<file path="src/sami_pkg.sv">
// Purpose: shared constants and types for the serial converter control interface
// Assumes: one 10 MHz system clock; host serial clock arrives on a pin
// Notes: the multi-bit indices, codes and reset values used by the design live here; single-bit flags other than addr_pos_reg reset to literals

package sami_pkg;

    // ------------------------------------------------------------
    // clock and result geometry
    // ------------------------------------------------------------
    localparam int CLK_PERIOD_NS = 100;             // system clock period
    localparam int RES_W = 8;                       // result width
    localparam int RES_CODES = 256;                 // equal-step codes over the span
    localparam int SYNC_STAGES = 2;                 // pin synchroniser depth

    // ------------------------------------------------------------
    // counts and reset values
    // ------------------------------------------------------------
    localparam logic [2:0] MSB_IDX = 3'h7;          // first trial bit index
    localparam logic [2:0] LSB_IDX = 3'h0;          // last trial bit index
    localparam logic [2:0] TAIL_LAST = 3'h6;        // lsb-first copy sends 7 bits
    localparam logic [7:0] CODE_ZERO = 8'h00;       // all-zero code
    localparam logic ADDR_SGL = 1'h0;               // expect single/differential bit
    localparam logic ADDR_ODD = 1'h1;               // expect polarity bit
    localparam logic SYNC_CS_RST = 1'h1;            // chip select idles high
    localparam logic SYNC_LOW_RST = 1'h0;           // clock and data idle low

    // ------------------------------------------------------------
    // sequencer states, one-hot
    // ------------------------------------------------------------
    typedef enum logic [6:0] {
        ST_IDLE  = 7'h01,   // chip select high, low power
        ST_START = 7'h02,   // hunting for the start bit
        ST_ADDR  = 7'h04,   // taking the two multiplexer bits
        ST_SETTLE = 7'h08,  // half period, nothing happens
        ST_MSB   = 7'h10,   // decisions, msb first
        ST_LSB   = 7'h20,   // lsb-first copy
        ST_TAIL  = 7'h40    // output held low until deselect
    } sami_state_t;

endpackage

</file>
<file path="src/sami_link_if.sv">
// Purpose: carrier between the pin synchroniser and the sequencer
// Assumes: all signals are on the system clock
// Notes: edge flags are one-cycle pulses

`timescale 1ns/100ps

interface sami_link_if;
    logic cs_n_s;       // synchronised chip select, active low
    logic din_s;        // synchronised serial input
    logic sclk_rise;    // serial clock rising edge pulse
    logic sclk_fall;    // serial clock falling edge pulse

    modport sync_side
    (
        output cs_n_s,
        output din_s,
        output sclk_rise,
        output sclk_fall
    );

    modport core_side
    (
        input cs_n_s,
        input din_s,
        input sclk_rise,
        input sclk_fall
    );
endinterface

</file>
<file path="src/sami_core.sv">
// Purpose: serial control and result sequencer of an 8-bit successive-approximation converter
// Assumes: analog comparator and trial dac sit outside on the same clock
// Notes: the host serial clock is oversampled; one result per chip select low period
//
// Function
// - positive input below negative gives an all-zero result code
// - channel configuration is fixed during addressing, before conversion starts
// - single-ended mode: polarity bit picks channel 0 or 1, ground referenced
// - differential mode: polarity bit picks which channel is positive
// - single-input variant uses a fixed pair and takes no address bits
// - chip select low starts a transaction; device waits for a start bit
// - serial input is sampled on each rising serial clock during addressing
// - leading zeros are ignored; first one is the start bit
// - two-input variant takes single/differential bit then polarity bit
// - half a clock period of idle settling before conversion
// - serial input ignored from end of addressing until deselect
// - output leaves high impedance driving a leading zero for one period
// - decisions driven on falling clock edges, most significant first
// - conversion completes after eight clock periods of decisions
// - two-input variant repeats the result least significant first
// - after all bits the output is held low until deselect
// - single-input variant sends only the msb-first stream
// - input sampled only while output is high impedance, allowing shared wire
// - chip select high gives low power and high-impedance output
// - each multiplexer word applies to its own conversion only
// - result spans 256 equal-step codes

`timescale 1ns/100ps

module sami_core
(
    input wire logic clk,                  // system clock, 10 MHz
    input wire logic rstn,                 // synchronous reset, active low
    input wire logic sclk_pin,             // host serial clock pin
    input wire logic cs_n_pin,             // host chip select pin, active low
    input wire logic serial_in_pin,        // host serial data pin
    input wire logic two_input_variant,    // strap: 1 selects the two-input variant
    input wire logic comp_in,              // comparator: 1 when input is at or above trial code
    output logic data_out,                 // serial result data
    output logic data_out_oe_n,            // output enable, low while driving
    output logic [7:0] dac_code,           // trial code to the analog array
    output logic track_hold,               // 1 holds the sampled input
    output logic pos_chan,                 // channel assigned as positive input
    output logic neg_is_ground,            // negative input tied to ground
    output logic [7:0] result,             // last completed conversion
    output logic result_valid,             // one-cycle pulse when result updates
    output logic low_power                 // 1 while deselected
);

    // ------------------------------------------------------------
    // synchronised link
    // ------------------------------------------------------------
    sami_link_if link ();

    sami_sync u_sync
    (
        .clk(clk),
        .rstn(rstn),
        .sclk_pin(sclk_pin),
        .cs_n_pin(cs_n_pin),
        .serial_in_pin(serial_in_pin),
        .link(link.sync_side)
    );

    // one-hot weight of a trial bit
    function automatic logic [7:0] bit_weight(input logic [2:0] idx);
        bit_weight = 8'h01 << idx;
    endfunction

    // ------------------------------------------------------------
    // state
    // ------------------------------------------------------------
    sami_pkg::sami_state_t state_reg;
    sami_pkg::sami_state_t state_next;
    logic addr_pos_reg;
    logic addr_pos_next;
    logic sgl_reg;
    logic sgl_next;
    logic two_ch_reg;
    logic two_ch_next;
    logic [2:0] idx_reg;
    logic [2:0] idx_next;
    logic [7:0] sar_reg;
    logic [7:0] sar_next;
    logic [7:0] shift_reg;
    logic [7:0] shift_next;
    logic [7:0] dac_reg;
    logic [7:0] dac_next;
    logic do_reg;
    logic do_next;
    logic oe_n_reg;
    logic oe_n_next;
    logic hold_reg;
    logic hold_next;
    logic pos_reg;
    logic pos_next;
    logic gnd_reg;
    logic gnd_next;
    logic [7:0] result_reg;
    logic [7:0] result_next;
    logic valid_reg;
    logic valid_next;
    logic lp_reg;
    logic lp_next;
    logic [7:0] decided;

    // ------------------------------------------------------------
    // next-state logic
    // ------------------------------------------------------------
    always_comb
    begin
        state_next = state_reg;
        addr_pos_next = addr_pos_reg;
        sgl_next = sgl_reg;
        two_ch_next = two_ch_reg;
        idx_next = idx_reg;
        sar_next = sar_reg;
        shift_next = shift_reg;
        dac_next = dac_reg;
        do_next = do_reg;
        oe_n_next = oe_n_reg;
        hold_next = hold_reg;
        pos_next = pos_reg;
        gnd_next = gnd_reg;
        result_next = result_reg;
        valid_next = 1'b0;
        lp_next = lp_reg;
        // comparator high keeps the trial bit; all-low decisions give zero
        // zero on reversal
        decided = comp_in ? (sar_reg | bit_weight(idx_reg)) : sar_reg;

        if (link.cs_n_s)
        begin
            state_next = sami_pkg::ST_IDLE;
            oe_n_next = 1'b1;
            do_next = 1'b0;
            hold_next = 1'b0;
            dac_next = sami_pkg::CODE_ZERO;
            lp_next = 1'b1;
        end
        else
        begin
            unique case (state_reg)
                sami_pkg::ST_IDLE:
                begin
                    // selected, await start
                    // strap taken per transaction so a variant change is clean
                    state_next = sami_pkg::ST_START;
                    lp_next = 1'b0;
                    two_ch_next = two_input_variant;
                end
                sami_pkg::ST_START:
                begin
                    if (link.sclk_rise && link.din_s)
                    begin
                        if (two_ch_reg)
                        begin
                            state_next = sami_pkg::ST_ADDR;
                            addr_pos_next = sami_pkg::ADDR_SGL;
                        end
                        else
                        begin
                            state_next = sami_pkg::ST_SETTLE;
                            pos_next = 1'b0;
                            gnd_next = 1'b0;
                        end
                    end
                end
                sami_pkg::ST_ADDR:
                begin
                    if (link.sclk_rise)
                    begin
                        if (addr_pos_reg == sami_pkg::ADDR_SGL)
                        begin
                            sgl_next = link.din_s;
                            addr_pos_next = sami_pkg::ADDR_ODD;
                        end
                        else
                        begin
                            pos_next = link.din_s;
                            gnd_next = sgl_reg;
                            state_next = sami_pkg::ST_SETTLE;
                        end
                    end
                end
                sami_pkg::ST_SETTLE:
                begin
                    if (link.sclk_fall)
                    begin
                        oe_n_next = 1'b0;
                        do_next = 1'b0;
                        hold_next = 1'b1;
                        idx_next = sami_pkg::MSB_IDX;
                        sar_next = sami_pkg::CODE_ZERO;
                        dac_next = bit_weight(sami_pkg::MSB_IDX);
                        state_next = sami_pkg::ST_MSB;
                    end
                end
                sami_pkg::ST_MSB:
                begin
                    if (link.sclk_fall)
                    begin
                        do_next = comp_in;
                        sar_next = decided;
                        if (idx_reg == sami_pkg::LSB_IDX)
                        begin
                            result_next = decided;
                            valid_next = 1'b1;
                            hold_next = 1'b0;
                            dac_next = sami_pkg::CODE_ZERO;
                            shift_next = decided >> 1;
                            idx_next = sami_pkg::LSB_IDX;
                            state_next = two_ch_reg ? sami_pkg::ST_LSB : sami_pkg::ST_TAIL;
                        end
                        else
                        begin
                            idx_next = idx_reg - 3'h1;
                            dac_next = decided | bit_weight(idx_reg - 3'h1);
                        end
                    end
                end
                sami_pkg::ST_LSB:
                begin
                    // bit 0 was the last msb-first bit, so the copy starts at bit 1
                    // lsb-first copy
                    if (link.sclk_fall)
                    begin
                        do_next = shift_reg[0];
                        shift_next = shift_reg >> 1;
                        idx_next = idx_reg + 3'h1;
                        if (idx_reg == sami_pkg::TAIL_LAST)
                        begin
                            state_next = sami_pkg::ST_TAIL;
                        end
                    end
                end
                sami_pkg::ST_TAIL:
                begin
                    if (link.sclk_fall)
                    begin
                        do_next = 1'b0;
                    end
                end
                default:
                begin
                    state_next = sami_pkg::ST_IDLE;
                end
            endcase
        end
    end

    // ------------------------------------------------------------
    // registers
    // ------------------------------------------------------------
    always_ff @(posedge clk)
    begin
        if (!rstn)
        begin
            state_reg <= sami_pkg::ST_IDLE;
            addr_pos_reg <= sami_pkg::ADDR_SGL;
            sgl_reg <= 1'b0;
            two_ch_reg <= 1'b0;
            idx_reg <= sami_pkg::MSB_IDX;
            sar_reg <= sami_pkg::CODE_ZERO;
            shift_reg <= sami_pkg::CODE_ZERO;
            dac_reg <= sami_pkg::CODE_ZERO;
            do_reg <= 1'b0;
            oe_n_reg <= 1'b1;
            hold_reg <= 1'b0;
            pos_reg <= 1'b0;
            gnd_reg <= 1'b0;
            result_reg <= sami_pkg::CODE_ZERO;
            valid_reg <= 1'b0;
            lp_reg <= 1'b1;
        end
        else
        begin
            state_reg <= state_next;
            addr_pos_reg <= addr_pos_next;
            sgl_reg <= sgl_next;
            two_ch_reg <= two_ch_next;
            idx_reg <= idx_next;
            sar_reg <= sar_next;
            shift_reg <= shift_next;
            dac_reg <= dac_next;
            do_reg <= do_next;
            oe_n_reg <= oe_n_next;
            hold_reg <= hold_next;
            pos_reg <= pos_next;
            gnd_reg <= gnd_next;
            result_reg <= result_next;
            valid_reg <= valid_next;
            lp_reg <= lp_next;
        end
    end

    // ------------------------------------------------------------
    // outputs, all straight from flops
    // ------------------------------------------------------------
    // driver off while input read
    assign data_out = do_reg;
    assign data_out_oe_n = oe_n_reg;
    assign dac_code = dac_reg;
    assign track_hold = hold_reg;
    assign pos_chan = pos_reg;
    assign neg_is_ground = gnd_reg;
    assign result = result_reg;
    assign result_valid = valid_reg;
    assign low_power = lp_reg;

endmodule

</file>
<file path="src/sami_sync.sv">
// Purpose: bring the host pins into the system clock and find serial clock edges
// Assumes: pins are asynchronous to clk; clk is well above twice the serial clock
// Notes: edge detection reads only the second stage and later

`timescale 1ns/100ps

module sami_sync
(
    input wire logic clk,                  // system clock
    input wire logic rstn,                 // synchronous reset, active low
    input wire logic sclk_pin,             // host serial clock
    input wire logic cs_n_pin,             // host chip select, active low
    input wire logic serial_in_pin,        // host serial data
    sami_link_if.sync_side link            // synchronised view
);

    logic [1:0] cs_reg;
    logic [1:0] cs_next;
    logic [1:0] din_reg;
    logic [1:0] din_next;
    logic [2:0] sclk_reg;
    logic [2:0] sclk_next;

    // ------------------------------------------------------------
    // two-stage synchronisers, third sclk stage for edges
    // ------------------------------------------------------------
    always_comb
    begin
        cs_next = {cs_reg[0], cs_n_pin};
        din_next = {din_reg[0], serial_in_pin};
        sclk_next = {sclk_reg[1:0], sclk_pin};
    end

    // register the stages; chip select resets to deselected
    always_ff @(posedge clk)
    begin
        if (!rstn)
        begin
            cs_reg <= {sami_pkg::SYNC_CS_RST, sami_pkg::SYNC_CS_RST};
            din_reg <= {sami_pkg::SYNC_LOW_RST, sami_pkg::SYNC_LOW_RST};
            sclk_reg <= {3{sami_pkg::SYNC_LOW_RST}};
        end
        else
        begin
            cs_reg <= cs_next;
            din_reg <= din_next;
            sclk_reg <= sclk_next;
        end
    end

    // edge pulses compare stage two with stage three only
    assign link.cs_n_s = cs_reg[1];
    assign link.din_s = din_reg[1];
    assign link.sclk_rise = sclk_reg[1] & ~sclk_reg[2];
    assign link.sclk_fall = ~sclk_reg[1] & sclk_reg[2];

endmodule

</file>
<file path="config.mk">
export PLATFORM = sky130hd
export DESIGN_NAME = sami_core
export DESIGN_NICKNAME = d
export VERILOG_FILES = /design/src/sami_pkg.sv /design/src/sami_link_if.sv /design/src/sami_core.sv /design/src/sami_sync.sv
export SDC_FILE = /design/constraint.sdc
export NUM_CORES = 1
export LEC_CHECK = 0
export BUFFER_PORTS_ARGS = -buffer_cell sky130_fd_sc_hd__buf_2
export CAP_MARGIN = 15
export CORE_AREA = 2 2 72 74
export DETAILED_ROUTE_END_ITERATION = 10
export DIE_AREA = 0 0 74 76
export GPL_ROUTABILITY_DRIVEN = 0
export PLACE_DENSITY = 0.79
export SETUP_SLACK_MARGIN = 0.3
export SYNTH_ARGS = -nofsm -noshare
export SYNTH_HDL_FRONTEND = slang
export SYNTH_SLANG_ARGS = --single-unit
</file>
<file path="constraint.sdc">
create_clock -name clk -period 6.3 [get_ports clk]
set_clock_uncertainty 0.2 [all_clocks]
set_input_delay 0.315 -clock clk [delete_from_list [all_inputs] [get_ports clk]]
set_output_delay 0.315 -clock clk [all_outputs]
set_load 0.005 [all_outputs]
</file>
* After elaboration in Yosys (flattened, before gate mapping)
Cells that the tools add are included.
Word-level totals: flip-flop bits (word level) 59, bits of input ports 7, output and inout bits 23, word-level logic and storage cells 126
Operators by class: $add $sub $neg 2, eq/ne operators 19, shifts and indexed selects 2, multiplexer cells 49, bitwise gates (word level) 12, reduce and logical (&&, ||, !) cells 23
Operators with widths (count):
- $mux 8 | 9
- $mux 7 | 9
- $pmux 7 s7 | 1
- $pmux 8 s2 | 3
- $ne 2x2->1 const B | 10
- $reduce_and 4->1 | 5
- $mux 1 | 16
- $or 8x8->8 | 2
- $shl 1x3->8 const A | 2
- $reduce_and 5->1 | 3
- $mux 3 | 4
- $pmux 3 s3 | 1
- $reduce_and 9->1 | 1
- $not 1->1 | 8
- $pmux 1 s2 | 4
- $eq 7x1->1 const B | 1
- $eq 7x2->1 const B | 1
- $eq 7x3->1 const B | 1
- $eq 7x4->1 const B | 1
- $eq 7x5->1 const B | 1
- $eq 7x6->1 const B | 1
- $eq 7x7->1 const B | 1
- $reduce_and 6->1 | 1
- $reduce_bool 2->1 | 3
- other kinds (14) | 18

* Logic depth before layout (Yosys ltp)
Gate-level depths: netlist (run 1).
depth in word-level cells 7, gate-level depth with buffers 9

* Hierarchy
A second synthesis (run 1) with hierarchy kept.
Unflattened totals: cells, all modules 331, area total of the unflattened synthesis 2872.8 µm²
By module, submodules not included:
- sami_core | times used 1, cells each 315, area an instance 2676.3 µm², sequential area each 1021.0 µm²
- sami_sync | times used 1, cells each 16, area an instance 196.4 µm², sequential area each 140.1 µm²

* Worst setup path before layout (run 1)
OpenSTA, ideal clock, no wires.
path type reg-to-reg, from register u_sync.sclk_reg[1], to register dac_reg[0], in the netlist dac_code[0], library setup time 0.065 ns, data arrival time 1.884 ns, path slack 4.151 ns, cell stages (with the launch flop) 10, path through dfxtp_1 > nand2b_1 > buf_6 > or4b_4 > buf_6 > or3_1 > buf_6 > nor2_1 > a21oi_1 > nor2_1
On the way: longest elaborated chain between the ends 4, elaborated cells between the ends (all ways) 5
Ends and longest elaborated chain:
- from (decl) | line sami_sync.sv:21 | logic [2:0] sclk_reg;
- from (signal assigned) | line sami_sync.sv:41 | sclk_reg <= {3{sami_pkg::SYNC_LOW_RST}};
- from (signal assigned) | line sami_sync.sv:47 | sclk_reg <= sclk_next;
- $not 1->1 (*) | line sami_sync.sv:55 | assign link.sclk_fall = ~sclk_reg[1] & sclk_reg[2];
- $and 1x1->1 (*) | line sami_sync.sv:55
- $ne 2x2->1 (no source line)
- $reduce_and 3->1 (no source line) (*)
- to (signal assigned) | line sami_core.sv:266 | dac_reg <= sami_pkg::CODE_ZERO;
- to (signal assigned) | line sami_core.sv:285 | dac_reg <= dac_next;
- to (decl) | line sami_core.sv:87 | logic [7:0] dac_reg;
Every way passes the cells marked *; elsewhere a longest branch is shown, timed or not. A chain may end at the register's enable or synchronous reset.

* Final worst setup path (run 1)
from register state_reg[5], to register dac_reg[0], in the netlist dac_code[0]
On the way: longest elaborated chain between the ends 3, elaborated cells between the ends (all ways) 7
Ends and longest elaborated chain:
- from (decl) | line sami_core.sv:73 | sami_pkg::sami_state_t state_reg;
- from (signal assigned) | line sami_core.sv:259 | state_reg <= sami_pkg::ST_IDLE;
- from (signal assigned) | line sami_core.sv:278 | state_reg <= state_next;
- $eq 7x4->1 / $eq 7x5->1 (equally long branches) | line sami_core.sv:143 | unique case (state_reg)
- $ne 2x2->1 (no source line) / $reduce_bool 2->1 (equally long branches)
- $reduce_and 3->1 (no source line)
Parallel ways exist; a longest one is shown, timed or not.

==> flow_metrics.tcl, run 1 <==
set metrics [dict create \
    wl_per_cell_um 14.2 \
    cts_buffers 9 \
    met2_length_um 2800 \
    critPathMaxStageDelay_ps 730 \
    drv_cap 0 \
    synth_flop_cell "dfxtp_1" \
    pre_cts_slack_ps 3560 \
    swShare_pct 19.0 \
    synth-compound-area-share_pct 21.4 \
    critPathSlowestCell "or3_1" \
    synth_nets 352 \
    worstPathCellList "nor3_1, nand4b_1, or3_1, nor2_1, a21oi_1, nor2_1" \
    core-area_um2 4910 \
    grt_pass1_vias 2236 \
    dp.cells 413 \
    slew_headroom_pct 50.4 \
    yosys.area_share.simple_pct 25.1 \
    routed_via_density 5.75 \
    start_kind "flop" \
    synth_xor_area_share_pct 1.55 \
    power.leakage_nw 1.34 \
    antenna_cells 0 \
    switchingPower_mw 0.162 \
    synthDistinctLibCells 49 \
    grt_pass1_wl_um 10400 \
    fin_nets 372 \
    p_per_area_nw_per_um2 263 \
    ir_drop_uv 169 \
    synth.most_common_cell "dfxtp_1" \
    drtPass1Iterations 5 \
    clock-sinks 58 \
    dp_hpwl_um 4030 \
    stdcell_count 432 \
    setup_viol 0 \
    grt_util_all_layers_pct 23.9 \
    p_seq_share_pct 43.6 \
    drt_iter0_drc 260 \
    synth_fa_ha_area_share_pct 3.54 \
    r2r_start "state_reg[5]" \
    synthMuxAreaShare_pct 2.12 \
    yosysSeqAreaShare_pct 41.1 \
    syn2layout_area_growth_pct 14.7 \
    totalWireLength_um 6150 \
    post_cts_buffers 0 \
    fin_crit_ps 2870 \
    grt_start_max_net_pins 42 \
    power_frac_clock_pct 54.2 \
    htree_num_levels 3 \
    synth_top_family_by_area "simple AND/OR/NAND/NOR gates" \
    tns_ps 0 \
    die-area_um2 5620 \
    synth.top_cell.area_share_pct 41.1 \
    die_x_um 74 \
    syn-cell-area_um2 2830 \
    cts_max_path_buffers 2 \
    syn_inst 337 \
    hold-path-cell-count 3 \
    hold_path_class "in -> reg" \
    ys_seq_elements 58 \
    fp-row-count 26 \
    rsz0062_at_grt "no" \
    worstSetupPathType "reg -> reg" \
    tightest_slew_ps 739 \
    critPathMaxFanout 15 \
    drive_above_1_share_pct 14.6 \
    async_flop_share_pct 0 \
    synthTopCellsByCount "dfxtp_1, nand2_1, a21oi_1, nor2_1, o21ai_0" \
    cts.clk_slew.worst_paths_ps 70 \
    portBuffers 29 \
    r2r_end "dac_code[0]" \
    required_ps 6380 \
    cts_root_buffer "clkbuf_8" \
    clk_latency_ps 340 \
    drv_slew 0 \
    pwr-share-comb_pct 2.1 \
    worstPathArrival_ps 2940 \
    syn-mean-instance-area_um2 8.39 \
    synth_edf_count 0 \
    fmax_mhz 349 \
    worstHoldStart "two_input_variant" \
    wl_met3_um 368 \
    start_util_pct 57.5 \
    cp_common_cell "nor2_1" \
    worstHoldEndpoint "two_ch_reg" \
    crit_path_end_kind "flop" \
    pin_count 30 \
    cts_tree "yes" \
    r2r_setup_slack_ps 3430 \
    outcome "complete, no violations" \
    ys_warn_count 0 \
    gr-total-overflow 0 \
    num_vias 2485 \
    fin_crit_sh_pct 45.5 \
    drc 0 \
    postRouteAntennaNets 0 \
    synth.area.top_cells "dfxtp_1, a21oi_1, nand2_1" \
    yosysTopAreaCell "dfxtp_1" \
    wl_met1_um 2830 \
    final-hold-violation-count 0 \
    reg2reg_depth 6 \
    p_int_mw 0.690 \
    die-height_um 76 \
    highest_layer "met4" \
    finalWorstSetupSlack_ps 3430 \
    antenna_found_initial 0 \
]
-- stage by stage --
stage / utilization, % / hold WS (ps) / area (um^2) / power [mW]
floorplan: - / 186 / 2830 / 0.391
global placement: 60.0 / 191 / 2950 / 0.396
detailed placement: 60.0 / 197 / 2950 / 0.396
CTS: 66.0 / 35.1 / 3240 / 0.855
global route: 66.0 / 51.4 / 3240 / 0.871
finish: 66.0 / 40.0 / 3240 / 0.852
-- cells in the final DEF, fill, tap and decap left out, types with 4 or more instances in the layout --
cell	count
dfxtp_1	58
nand2_1	33
nor2_1	32
a21oi_1	32
buf_2	29
o21ai_0	16
nor2b_1	15
and2_1	11
nand2b_1	10
clkbuf_8	10
inv_1	9
o211a_1	9
nor3_1	8
a31oi_1	8
ha_1	8
nand3_1	6
mux2i_1	6
a21oi_2	6
nand4b_1	4
bufinv_16	4
-- per-layer routing --
layer  vias to the layer above  GRT usage [%]
li1                       1217              -
met1                      1159           32.3
met2                        92           34.8
met3                        17           4.50
met4                         0           14.0
met5                         -              0
-- timing repair --
action | CTS | global route
hold buffers | 3 | 0
resized for setup | 0 | 0
endpoints found under the hold margin | 3 | 0
-- worst max-delay path, delay by kind of cell, from the launching register on --
kind               cells  cell delay, ps
AOI/OAI and AO/OA      1              50
and+or+nand+nor        5            2120
DFF                    1             420
-- cell type report --
class                      count  area [um^2]
fill                         420         1670
multi-input combinational    247         1520
sequential                    58         1160
timing repair buffer          32          175
clock buffer                  11          141
clock inverter                 5          125
tap                           70         87.6
inverter                       9         33.8
-- kinds of logic after synthesis --
kind of cell	Yosys count
and+or+nand+nor	137
AOI/OAI and AO/OA	91
DFF	58
buffers and inverters	32
adders and majority gates	8
muxes	6
xor gates and xnor gates	5
-- power groups by stage --
stage / logic (mW) / clock network (mW) / registers, mW
6_report: 0.0180 / 0.462 / 0.372
5_1_grt: 0.0202 / 0.479 / 0.372
4_1_cts: 0.0179 / 0.465 / 0.372
3_5_place_dp: 0.0164 / 0 / 0.380
3_3_place_gp: 0.0162 / 0 / 0.380
2_1_floorplan: 0.0120 / 0 / 0.379
-- how the worst max path moves through the flow --
stage	startpoint	endpoint	slack, ps	cells past startpoint
floorplan	u_sync.sclk_reg[1]	dac_code[0]	4150	9
global placement	state_reg[5]	dac_code[4]	3670	6
detailed placement	state_reg[5]	dac_code[0]	3560	6
CTS	state_reg[5]	dac_code[0]	3480	6
global route	state_reg[5]	dac_code[0]	3280	6
finish	state_reg[5]	dac_code[0]	3430	6
Note: power is estimated with default switching activity, not from simulation.
==> inputs of run 2 (changes only) <==
Settings changed: CORE_AREA 2 2 72 74 to 2 2 73 75, DIE_AREA 0 0 74 76 to 0 0 75 77, PLACE_DENSITY 0.79 to 0.78.
Clock period 6.3 ns to 2.9 ns, I/O delays scaled along.
==> flow_metrics.tcl, run 2 (same netlist as run 1, synthesis figures left out) <==
set metrics [dict create \
    start_kind "flop" \
    rsz0062_at_grt "no" \
    die_x_um 75 \
    whs_ps 67.0 \
    tns_ps 0 \
    cts_tree "yes" \
    postRouteAntennaNets 0 \
    fin_area_um2 3260 \
    worstPathCellList "nor4_1, or4b_4, or3_1, a21oi_2, a21oi_1, nor2_1" \
    dp_hpwl_um 4320 \
    grt_pass1_vias 2264 \
    ir_drop_uv 392 \
    critPathSlowestCell "or4b_4" \
    drc 0 \
    worstSetupPathType "reg -> reg" \
    setup_viol 0 \
    clk_latency_ps 350 \
    post_dp_cell_area_um2 3000 \
    final_cell_mix "dfxtp_1, nand2_1, nor2_1, a21oi_1, buf_2" \
    outcome "complete, no violations" \
    syn2layout_area_growth_pct 15.2 \
    fmax_mhz 412 \
    die-height_um 77 \
    crit_path_end_kind "flop" \
    power.leakage_nw 1.35 \
    p_per_area_nw_per_um2 483 \
    dp.cells 420 \
    num_vias 2440 \
    cts_root_buffer "clkbuf_8" \
    grt_util_all_layers_pct 23.6 \
    final.fill_count 419 \
    portBuffers 29 \
    wl_per_cell_um 14.0 \
    gr-total-overflow 0 \
    cts.clk_slew.worst_paths_ps 70 \
    path_delay_family "simple AND/OR/NAND/NOR gates" \
    critPathMaxStageDelay_ps 580 \
    antenna_cells 0 \
    cts_max_path_buffers 2 \
    totalWireLength_um 6190 \
    cts_buffers 9 \
    critPathMaxFanout 12 \
    hold_path_class "in -> reg" \
    tightest_slew_ps 592 \
    core-area_um2 4980 \
    pin_count 30 \
    final-hold-violation-count 0 \
    drv_slew 0 \
    slew_headroom_pct 60.3 \
    r2r_setup_slack_ps 470 \
    grt_pass1_wl_um 10500 \
    stdcell_count 442 \
    power_mw 1.57 \
    start_util_pct 56.8 \
    fin_crit_sh_pct 83.7 \
    antenna_found_initial 0 \
    required_ps 2980 \
    fin_nets 383 \
    worstPathArrival_ps 2500 \
    drt_iter0_drc 369 \
    fp-row-count 26 \
    drive_above_1_share_pct 16.7 \
    htree_num_levels 3 \
    drv_cap 0 \
    fin_crit_ps 2430 \
    clock-sinks 58 \
    drtPass1Iterations 4 \
    die-area_um2 5780 \
    final_common_cell "dfxtp_1" \
    path_buf_inv 0 \
    routed_via_density 5.52 \
    grt_start_max_net_pins 41 \
]
-- run 2: cell types whose count changed in the layout (fill, tap and decap cells not counted), sizes merged --
cell         change
buf              +9
bufinv           -3
clkbuf           -2
clkinv           +1
clkinvlp         +2
dlygate4sd3      +2
inv              +1
-- run 2: path summary, 6_finish.rpt --
kind	from	cells past startpoint	to
setup / recovery	state_reg[5]	6	dac_code[6]
hold / removal	rstn	3	u_sync.cs_reg[0]
setup reg to reg	state_reg[5]	6	dac_code[6]
hold reg to reg	u_sync.cs_reg[0]	1	u_sync.cs_reg[1]
-- run 2: per-stage QoR --
| step | setup slack, ps | utilization [%] |
|---|---|---|
| 2_1_floorplan | 751 | - |
| 3_3_place_gp | 575 | 60.3 |
| 3_5_place_dp | 526 | 60.3 |
| 4_1_cts | 515 | 65.1 |
| 5_1_grt | 303 | 65.4 |
| 6_report | 473 | 65.4 |
-- run 2: routing by layer --
layer	GRT usage [%]	part of all wire, %
met5	0	0
met4	10.4	1.5
met3	7.10	4.9
met2	33.9	45
met1	32.2	48
-- run 2: what timing repair did --
item                       4_1_cts  5_1_grt
hold buffers                     5        0
resized for setup                0        0
setup endpoints to repair        0        3
buffers inserted                 0        2
hold endpoints to repair         5        0
-- run 2: power breakdown --
group | internal (mW) | switching (mW)
Combinational | 0.0203 | 0.0224
Sequential | 0.802 | 0.00504
Clock | 0.393 | 0.328
Total | 1.22 | 0.356
-- run 2: worst min-delay path: stages --
cell and delay [ps]:
buf_2 100, buf_4 220, nand2b_1 100
-- run 2: cell type report --
class                   instances  area, um^2  area share, %
repair buffers                 43         263           8.07
multi-input cells             247        1520           46.7
inverters                       9        33.8           1.04
flip-flops and latches         58        1160           35.7
clock buffers                   9         124           3.80
well taps                      70        87.6           2.69
clock inverters                 6        67.6           2.08
==> inputs of run 3 (changes only) <==
Clock period 2.9 ns to 2.42 ns, I/O delays scaled along.
==> flow_metrics.tcl, run 3 (same netlist as run 1, synthesis figures left out) <==
set metrics [dict create \
    rsz0062_at_grt "yes" \
    required_ps 2470 \
    fin_crit_ps 2130 \
    power_frac_clock_pct 46.7 \
    postRouteAntennaNets 0 \
    cts_tree "yes" \
    start_kind "flop" \
    drv_cap 0 \
    antenna_cells 0 \
    clk_latency_ps 330 \
    dp_hpwl_um 4380 \
    swShare_pct 20.9 \
    grt_start_max_net_pins 40 \
    routed_via_density 5.69 \
    p_seq_share_pct 50.3 \
    tightest_slew_ps 634 \
    multi_input_area_um2 1600 \
    switchingPower_mw 0.402 \
    wl_per_cell_um 14.5 \
    outcome "complete, no violations" \
    tns_ps 0 \
    syn2layout_area_growth_pct 22.8 \
    final_cell_mix "dfxtp_1, nand2_1, a21oi_1" \
    wl_met1_um 3140 \
    grt_pass1_wl_um 11100 \
    whs_ps 217 \
    critPathMaxFanout 10 \
    fin_nets 398 \
    wl_met3_um 424 \
    cts_root_buffer "clkbuf_8" \
    num_vias 2607 \
    core-area_um2 4980 \
    cts.clk_slew.worst_paths_ps 70 \
    htree_num_levels 3 \
    fp-row-count 26 \
    fin_area_um2 3470 \
    drc 0 \
    final.fill_count 423 \
    finalWorstSetupSlack_ps 287 \
    drtPass1Iterations 5 \
    start_util_pct 56.8 \
    p_per_area_nw_per_um2 554 \
    die_x_um 75 \
    pre_cts_slack_ps 118 \
    die-area_um2 5780 \
    pin_count 30 \
    cts_max_path_buffers 2 \
    die-height_um 77 \
    portBuffers 29 \
    clock-sinks 58 \
    slew_headroom_pct 57.5 \
    pwr-share-comb_pct 3.0 \
    power.leakage_nw 1.42 \
    cts_buffers 9 \
    worstPathArrival_ps 2180 \
    hold_path_class "reg -> reg" \
    fmax_mhz 469 \
    drv_slew 0 \
    grt_util_all_layers_pct 24.9 \
    crit_path_end_kind "flop" \
    ir_drop_uv 441 \
    drt_iter0_drc 234 \
    p_int_mw 1.52 \
    highest_layer "met4" \
    fin_crit_sh_pct 88.1 \
    post_dp_cell_area_um2 3100 \
    final_common_cell "dfxtp_1" \
    drive_above_1_share_pct 24.5 \
    worstSetupPathType "reg -> reg" \
    setup_viol 0 \
    totalWireLength_um 6630 \
    final-hold-violation-count 0 \
    grt_pass1_vias 2353 \
    met2_length_um 2930 \
    regArea_um2 1170 \
    final_util_pct 69.8 \
    gr-total-overflow 0 \
    antenna_found_initial 0 \
]
## run 3: path summary, 6_finish.rpt
path              depth (start not counted)          endpoint  slack (ps)        startpoint
hold / removal                            1  u_sync.cs_reg[1]         220  u_sync.cs_reg[0]
hold reg to reg                           1  u_sync.cs_reg[1]         220  u_sync.cs_reg[0]
setup / recovery                          8      state_reg[2]         290      state_reg[4]
setup reg to reg                          8      state_reg[2]         290      state_reg[4]
## run 3: metal layers
layer / track usage (%) / vias to the layer above
li1: - / 1277
met1: 35.2 / 1212
met4: 10.0 / 0
met3: 6.57 / 18
met5: 0 / -
met2: 35.6 / 100
## run 3: critical path: stages, from the launching register on
cell and delay [ps]:
dfxtp_2 390, buf_4 170, nor2_1 100, nand4b_1 130, buf_4 180, a2bb2oi_1 230
o211ai_1 140, or3_1 350, a21oi_1 170
## run 3: through the flow
| step | instances | total power, mW |
|---|---|---|
| after floorplan | 337 | 1.02 |
| after global placement | 430 | 1.03 |
| after detailed placement | 430 | 1.04 |
| after CTS | 458 | 1.93 |
| after global routing | 458 | 1.99 |
| final | 458 | 1.92 |
## run 3: repair_timing
| action | 4_1_cts | 5_1_grt |
|---|---|---|
| hold buffers | 6 | 0 |
| gates resized for setup | 7 | 15 |
| buffers inserted | 5 | 0 |
| cloned | 1 | 0 |
| pin swaps | 2 | 3 |
| hold endpoints to repair | 8 | 0 |
| endpoints found under the setup margin | 21 | 43 |
## run 3: layout make-up
class	count	area share [%]
Clock buffer	14	4.68
Multi-Input combinational cell	248	46.1
Tap cell	70	2.52
Inverter	9	0.973
Timing Repair Buffer	57	11.0
Sequential cell	58	33.7
Clock inverter	2	1.01
## run 3: power groups by stage
| stage | Combinational, mW | Clock, mW | Sequential (mW) |
|---|---|---|---|
| after floorplan | 0.0319 | 0 | 0.987 |
| after global placement | 0.0455 | 0 | 0.989 |
| after detailed placement | 0.0457 | 0 | 0.990 |
| after CTS | 0.0561 | 0.909 | 0.968 |
| after global routing | 0.0626 | 0.955 | 0.968 |
| final | 0.0569 | 0.898 | 0.968 |
